### src/pkg/hbi_pkg.sv
// Purpose: constants, coefficient table and shared arithmetic for the half-band interpolator
// Assumes: CLK runs at four times the input data rate; samples are 14-bit offset binary
// Notes:   coefficients are Q15; the centre tap is 0.5, applied with the x2 interpolation gain
package hbi_pkg;

    localparam int DATA_W  = 14;
    localparam int COEF_W  = 16;
    localparam int ACC_W   = 36;
    localparam int NTAPS   = 43;
    localparam int CENTRE  = 21;
    localparam int NPAIRS  = 11;
    localparam int DLY_LEN = 22;
    localparam int CENTRE_DLY = 10;
    localparam int FRAC_W  = 15;

    localparam logic [DATA_W-1:0] MIDSCALE = 14'h2000;
    localparam logic [1:0]        PH_TAKE  = 2'h0;
    localparam logic [1:0]        PH_CALC  = 2'h1;
    localparam logic [1:0]        PH_SLOT0 = 2'h2;
    localparam logic [4:0]        FLUSH_SAMPLES = 5'h16;
    localparam logic [ACC_W-1:0]  ROUND_HALF = 36'h000004000;

    // side taps, innermost pair first; even-indexed neighbours of the centre are zero
    localparam logic signed [COEF_W-1:0] COEF [0:NPAIRS-1] = '{
        16'sh5158, -16'sh1AF4, 16'sh0F8C, -16'sh0A3C, 16'sh071C, -16'sh0500,
        16'sh0384, -16'sh0258, 16'sh017C, -16'sh00DC, 16'sh0064
    };

    function automatic logic signed [DATA_W-1:0] to_signed(input logic [DATA_W-1:0] ob);
        to_signed = {~ob[DATA_W-1], ob[DATA_W-2:0]};
    endfunction

    // round half up, saturate to 14 bits, return offset binary like the midscale code
    function automatic logic [DATA_W-1:0] round_sat(input logic signed [ACC_W-1:0] acc);
        logic signed [ACC_W-1:0] r;
        logic signed [ACC_W-1:0] q;
        r = acc + $signed(ROUND_HALF);
        q = r >>> FRAC_W;
        if (q > $signed(36'h000001FFF)) begin
            round_sat = 14'h3FFF;
        end else if (q < -$signed(36'h000002000)) begin
            round_sat = 14'h0000;
        end else begin
            round_sat = {~q[DATA_W-1], q[DATA_W-2:0]};
        end
    endfunction

endpackage

### src/zero_stuff_mux.sv
// Purpose: output multiplexer that interleaves filter samples with the midscale code
// Assumes: slot advances once per CLK, four slots per input sample
// Notes:   the midscale word lives in its own register, never recomputed
`timescale 1ns/1ps
module zero_stuff_mux
    import hbi_pkg::*;
(
    // clock and reset
    input  wire logic              clk,
    input  wire logic              srst,
    // filter side
    input  wire logic [DATA_W-1:0] even_smp,
    input  wire logic [DATA_W-1:0] odd_smp,
    input  wire logic              smp_ok,
    input  wire logic [1:0]        slot,
    input  wire logic              zero_ins,
    // converter side
    output logic      [DATA_W-1:0] dac_data,
    output logic                   dac_valid
);

    logic [DATA_W-1:0] mid_r;
    logic [DATA_W-1:0] dac_r;
    logic              vld_r;
    wire               stuff_slot = slot[0] & zero_ins;
    wire [DATA_W-1:0]  filt_pick  = slot[1] ? odd_smp : even_smp;
    // flushing output parks at midscale so the converter sees no stale data
    wire [DATA_W-1:0]  dac_nxt    = (stuff_slot | ~smp_ok) ? mid_r : filt_pick;

    always_ff @(posedge clk) begin
        if (srst) begin
            mid_r <= MIDSCALE;
            dac_r <= MIDSCALE;
            vld_r <= 1'b0;
        end else begin
            mid_r <= MIDSCALE;
            dac_r <= dac_nxt;
            vld_r <= smp_ok;
        end
    end

    assign dac_data  = dac_r;
    assign dac_valid = vld_r;

endmodule // zero_stuff_mux

### src/halfband_interp_zero_stuff.sv
// Purpose: 2x half-band interpolator with low/high-pass select and optional zero insertion
// Assumes: CLK is the 4x clock; the source presents one word per DATA_TAKE pulse
// Notes:   polyphase form, so only the 11 symmetric pairs need multipliers
// Functional notes
// - interpolator is a symmetric half-band FIR with 43 taps
// - response select low gives low-pass, high gives high-pass
// - two filter outputs produced for every input sample
// - high-pass negates only the centre tap; other even taps are zero
// - high-pass equals low-pass response mixed with half-rate alternating sign
// - zero insertion on while zero-insert enable input held high
// - with insertion on, midscale code follows every filter sample
// - insertion is a mux at 4x rate between filter output and midscale register
// - high-pass plus insertion equals mixing with square wave at data rate
// - input word captured on the data-rate edge; source aligns data to it
`timescale 1ns/1ps
module halfband_interp_zero_stuff
    import hbi_pkg::*;
(
    // clock and reset
    input  wire logic              CLK,
    input  wire logic              SRST,
    // sample source
    input  wire logic [DATA_W-1:0] DATA_IN,
    output logic                   DATA_TAKE,
    // mode pins
    input  wire logic              FILTER_RESPONSE_SELECT,
    input  wire logic              ZERO_INSERT_ENABLE,
    // converter side
    output logic      [DATA_W-1:0] DAC_DATA,
    output logic                   DAC_VALID
);

    logic        [1:0]        phase_r;
    logic signed [DATA_W-1:0] dly_r [0:DLY_LEN-1];
    logic        [DATA_W-1:0] even_r;
    logic        [DATA_W-1:0] odd_r;
    logic                     hp_r;
    logic                     zs_r;
    logic        [4:0]        flush_r;
    logic signed [ACC_W-1:0]  pair_acc;
    logic signed [ACC_W-1:0]  centre_acc;

    wire take      = (phase_r == PH_TAKE);
    wire calc      = (phase_r == PH_CALC);
    wire mode_chg  = (hp_r != FILTER_RESPONSE_SELECT) | (zs_r != ZERO_INSERT_ENABLE);
    wire flushed   = (flush_r == FLUSH_SAMPLES);
    wire [1:0] slot = phase_r - PH_SLOT0;

    // only 22 nonzero side taps plus the centre survive out of 43
    always_comb begin
        pair_acc = '0;
        for (int k = 0; k < NPAIRS; k++) begin
            pair_acc = pair_acc + ACC_W'(COEF[k] *
                       (ACC_W'(dly_r[CENTRE_DLY - k]) + ACC_W'(dly_r[CENTRE_DLY + 1 + k])));
        end
    end

    // centre tap 0.5 times interpolation gain 2 is unity; high-pass flips its sign
    always_comb begin
        centre_acc = ACC_W'(dly_r[CENTRE_DLY]) <<< FRAC_W;
        if (hp_r) begin
            centre_acc = -centre_acc;
        end
    end

    always_ff @(posedge CLK) begin
        if (SRST) begin
            phase_r <= 2'h0;
        end else begin
            phase_r <= phase_r + 2'h1;
        end
    end

    // word captured on the edge that ends the take cycle
    always_ff @(posedge CLK) begin
        if (SRST) begin
            for (int i = 0; i < DLY_LEN; i++) dly_r[i] <= '0;
        end else if (mode_chg) begin
            // a word taken in the change cycle is kept, else the fill count overruns
            dly_r[0] <= take ? to_signed(DATA_IN) : '0;
            for (int i = 1; i < DLY_LEN; i++) dly_r[i] <= '0;
        end else if (take) begin
            dly_r[0] <= to_signed(DATA_IN);
            for (int i = 1; i < DLY_LEN; i++) dly_r[i] <= dly_r[i-1];
        end
    end

    // both polyphase outputs formed once per input sample
    always_ff @(posedge CLK) begin
        if (SRST) begin
            even_r <= MIDSCALE;
            odd_r  <= MIDSCALE;
        end else if (calc) begin
            even_r <= round_sat(pair_acc);
            odd_r  <= round_sat(centre_acc);
        end
    end

    // modes are sampled every cycle; a change restarts the fill count
    always_ff @(posedge CLK) begin
        if (SRST) begin
            hp_r    <= 1'b0;
            zs_r    <= 1'b0;
            flush_r <= 5'h00;
        end else begin
            hp_r <= FILTER_RESPONSE_SELECT;
            zs_r <= ZERO_INSERT_ENABLE;
            if (mode_chg) begin
                flush_r <= 5'h00;
            end else if (calc && !flushed) begin
                flush_r <= flush_r + 5'h01;
            end
        end
    end

    // hp with stuffing gives +x,0,-x,0 on the centre: the data-rate square-wave mix
    zero_stuff_mux u_mux (
        .clk       (CLK),
        .srst      (SRST),
        .even_smp  (even_r),
        .odd_smp   (odd_r),
        .smp_ok    (flushed),
        .slot      (slot),
        .zero_ins  (zs_r),
        .dac_data  (DAC_DATA),
        .dac_valid (DAC_VALID)
    );

    assign DATA_TAKE = take & ~SRST;

endmodule // halfband_interp_zero_stuff

### config.mk
export PLATFORM = sky130hd
export DESIGN_NAME = halfband_interp_zero_stuff
export DESIGN_NICKNAME = d
export VERILOG_FILES = /design/src/pkg/hbi_pkg.sv /design/src/zero_stuff_mux.sv /design/src/halfband_interp_zero_stuff.sv
export SDC_FILE = /design/constraint.sdc
export NUM_CORES = 2
export LEC_CHECK = 0
export BUFFER_PORTS_ARGS = -buffer_cell sky130_fd_sc_hd__buf_4
export CAP_MARGIN = 20
export CORE_UTILIZATION = 40
export CTS_CLUSTER_SIZE = 16
export DETAILED_ROUTE_END_ITERATION = 7
export RECOVER_POWER = 25
export SLEW_MARGIN = 20
export SYNTH_ARGS = -nofsm -noshare
export SYNTH_HDL_FRONTEND = slang
export SYNTH_SLANG_ARGS = --single-unit
### constraint.sdc
create_clock -name CLK -period 32 [get_ports CLK]
set_input_delay 6.4 -clock CLK [delete_from_list [all_inputs] [get_ports CLK]]
set_output_delay 6.4 -clock CLK [all_outputs]
set_load 0.1 [all_outputs]
==> metrics.log <==
[metrics] outcome: finished, violations left
[metrics] violations in the final reports: max-capacitance violations, max-slew violations
[metrics] initial core utilization: 40.3%
[metrics] worst path buffer plus inverter count: 3
[metrics] sum of overflow across all layers after global routing: 0
[metrics] num rows: 134
[metrics] post-synthesis area per instance: 9.98 µm²
[metrics] wire length after detailed routing: 132,000 µm
[metrics] worst-path cell chain: clkbuf_1 -> nand2b_1 -> inv_1 -> buf_4
[metrics] Via density: 5.01
[metrics] Max Slew Vio Count: 167
[metrics] count of flip-flops with a built-in enable after synthesis: 308
[metrics] post-route worst setup slack: 16.41 ns
[metrics] Vert. Die Dim: 369 µm
[metrics] crit path from: SRST
[metrics] Core Region: 133,000 µm²
[metrics] setup violators final: 0
[metrics] cell type group with the largest total delay on the critical path: buffers and inverters
[metrics] CTS max path bufs: 3
[metrics] detailed-route wire length per cell: 18.3 µm
[metrics] number of global-route vias before repair: 37,004
[metrics] pin count of the biggest net entering global routing: 115
[metrics] gate count after technology mapping: 5,386
[metrics] fraction of layout cells with a size suffix above 1: 3.30%
[metrics] number of endpoints with negative hold slack in the final report: 0
[metrics] Clock Skews: 0.0236 ns
[metrics] DR vias: 36,158
[metrics] number of nets produced by synthesis: 6,955
[metrics] largest driver fanout on the critical path: 49
[metrics] growth of design area from synthesis to finish: 7.16%
[metrics] slew of the pin with the lowest slew margin: 2.29 ns
[metrics] depth of the most critical reg-to-reg path: 49
[metrics] number of top-level design ports: 34
[metrics] critical path's largest stage delay: 1.46 ns
[metrics] maximum operating frequency: 0.0642 GHz
[metrics] Clk Latency, worst-skew pair: 0.61 ns
[metrics] cell count along the critical path: 4
[metrics] CTS root buf: sky130_fd_sc_hd__clkbuf_16
[metrics] Maximum Capacitance Violations: 3
[metrics] distinct cell type count of the synthesized netlist: 92
[metrics] Worst Path Arrival: 9.19 ns
[metrics] clock tree from TritonCTS: done
[metrics] unrepaired setup endpoints after global routing: false
[metrics] Synth Flop Type: sky130_fd_sc_hd__edfxtp_1
[metrics] DRT antenna net count: 0
[metrics] number of nets in the final layout: 6,984
[metrics] All-Layer GR Usage: 19.9%
[metrics] number of buffers inserted to repair setup after CTS: 0
[metrics] worst setup slack before clock tree synthesis: 17.52 ns
[metrics] commonest cells after routing, fill and taps aside: 1,117 x sky130_fd_sc_hd__inv_1, 914 x sky130_fd_sc_hd__ha_1, 637 x sky130_fd_sc_hd__fa_1, 341 x sky130_fd_sc_hd__xnor2_1, 308 x sky130_fd_sc_hd__edfxtp_1
[metrics] Syn. warnings: 0
[metrics] clock-pin slew of the registers on the worst-case setup and hold paths: 0.06 ns
[metrics] most common library cell in the layout ignoring fill and taps: sky130_fd_sc_hd__inv_1
[metrics] Remaining DRCs: 0
[metrics] flip-flop and latch count after synthesis: 360
[metrics] proportion of register bits with asynchronous set or reset after synthesis: 0%
[metrics] launch instance of the worst min-delay path: phase_r[0]
[metrics] initial detailed-routing violation count: 1,987
[metrics] number of antenna violations at the first check in global routing: 2
[metrics] Post-CTS Hold Buffers: 0
[metrics] Die Wd: 369 µm
[metrics] Initial DRT Pass Iterations: 5
[metrics] final core occ: 43.2%
[metrics] startpoint types: primary input
[metrics] synthesized cell area: 53,800 µm²
[metrics] Detail Placement HPWL: 114,000 µm
[metrics] end of the critical path: DATA_TAKE
[metrics] share of the clock period used by the worst path after layout: 48.7%
[metrics] Period minus WS final: 15.59 ns
[metrics] type of the setup path with the least slack: in2out
[metrics] CTS Sinks: 360
[metrics] sequential cell area fraction in the yosys report: 19.1%
[metrics] post-cts gate resize count: 0
[metrics] start of the worst register-to-register path: dly_r[0][126]
[metrics] cell with the biggest individual delay on the critical path: sky130_fd_sc_hd__clkbuf_1
[metrics] sum of negative setup slack: 0 ns
[metrics] clock buffers created by TritonCTS: 45
[metrics] placer's final routability congestion estimate: 0.909
[metrics] worst slew margin relative to its limit: -52.9%
[metrics] Die Footprint: 136,000 µm²
[metrics] required time reported for the critical path endpoint: 25.60 ns
[metrics] reg2reg setup slack: 18.61 ns
[metrics] wire length of the first global-routing pass: 209,000 µm
[metrics] IO buf count: 33
[metrics] r2r endpoint: even_r[10]
[metrics] class of the tightest hold or removal check: reg2reg
[metrics] number of levels the H-tree was split into: 2
[metrics] kind of end point of the critical path: output pin
registers in the layout, summed over array words and instances, names as in the netlist:
name             flops
dly_r              308
even_r              14
flush_r              5
hp_r                 1
odd_r               14
phase_r              2
u_mux.dac_data      14
u_mux.dac_valid      1
zs_r                 1
logic make-up (layout without fill, tap and decap cells):
family                     after synthesis  after routing  synth area share, %
other                                    0              1                    0
DFF                                    360            360                 19.1
adders and majority gates             1552           1552                 45.0
xor gates and xnor gates               462            462                 7.57
muxes                                   34             34                0.659
AOI/OAI and AO/OA                      720            720                 9.01
buffers and inverters                 1193           1259                 8.35
and+or+nand+nor                       1065           1065                 10.3
metal layers:
metal / global-route usage [%] / routed length, µm
met5: 0 / 0
met2: 33.6 / 63200
met4: 3.73 / 2340
met1: 27.2 / 60300
met3: 2.56 / 6450
synthesized netlist by cell type (29+ instances only):
library cell	instances	area, µm²
sky130_fd_sc_hd__clkbuf_1	66	248
sky130_fd_sc_hd__inv_1	1117	4190
sky130_fd_sc_hd__or3_1	35	219
sky130_fd_sc_hd__o21bai_1	51	383
sky130_fd_sc_hd__a21oi_1	229	1150
sky130_fd_sc_hd__ha_1	914	11400
sky130_fd_sc_hd__xnor2_1	341	2990
sky130_fd_sc_hd__and2_1	318	1990
sky130_fd_sc_hd__nor2b_1	42	263
sky130_fd_sc_hd__o21ai_1	34	170
sky130_fd_sc_hd__o21ai_0	86	430
sky130_fd_sc_hd__nor2_1	258	968
sky130_fd_sc_hd__nor3_1	109	546
sky130_fd_sc_hd__edfxtp_1	308	9250
sky130_fd_sc_hd__dfxtp_1	52	1040
sky130_fd_sc_hd__o21a_1	29	218
sky130_fd_sc_hd__nand2_1	145	544
sky130_fd_sc_hd__fa_1	637	12800
sky130_fd_sc_hd__a21o_1	87	653
sky130_fd_sc_hd__xor2_1	118	1030
sky130_fd_sc_hd__nand3_1	52	260
cell type report:
cell class,count,area (µm²)
diodes,1,2.50
clock buffers,55,1210
clock inverters,29,332
fillers,12972,75900
inverters,1123,4220
multi-input cells,3833,39000
flip-flops and latches,360,10300
well taps,1768,2210
repair buffers,52,347
worst min path at each step:
stage                             to  slack, ns  depth (start not counted)
after floorplan           phase_r[0]       0.43                          1
after global placement    phase_r[0]       0.44                          1
after detailed placement  phase_r[0]       0.45                          1
after CTS                 phase_r[0]       0.47                          1
after global routing       odd_r[11]       0.50                          2
final                     phase_r[0]       0.46                          1
worst reg2reg max path, delay by kind of cell (launching register included):
kind | cells | cell delay [ns]
adders and majority gates | 14 | 5.40
AOI/OAI and AO/OA | 21 | 4.94
xor gates and xnor gates | 6 | 1.56
and+or+nand+nor | 3 | 0.54
DFF | 1 | 0.38
buffers and inverters | 5 | 0.37
through the flow:
step | cell area [µm²] | hold WS (ns) | cells
after floorplan | 53800 | 0.430 | 5386
after global placement | 56100 | 0.444 | 7135
after detailed placement | 56100 | 0.454 | 7135
after CTS | 57600 | 0.467 | 7219
after global routing | 57600 | 0.499 | 7220
final | 57600 | 0.463 | 7221
Power is not shown: default switching activity piles up to over one toggle a cycle in this logic, so the estimate is an artifact.
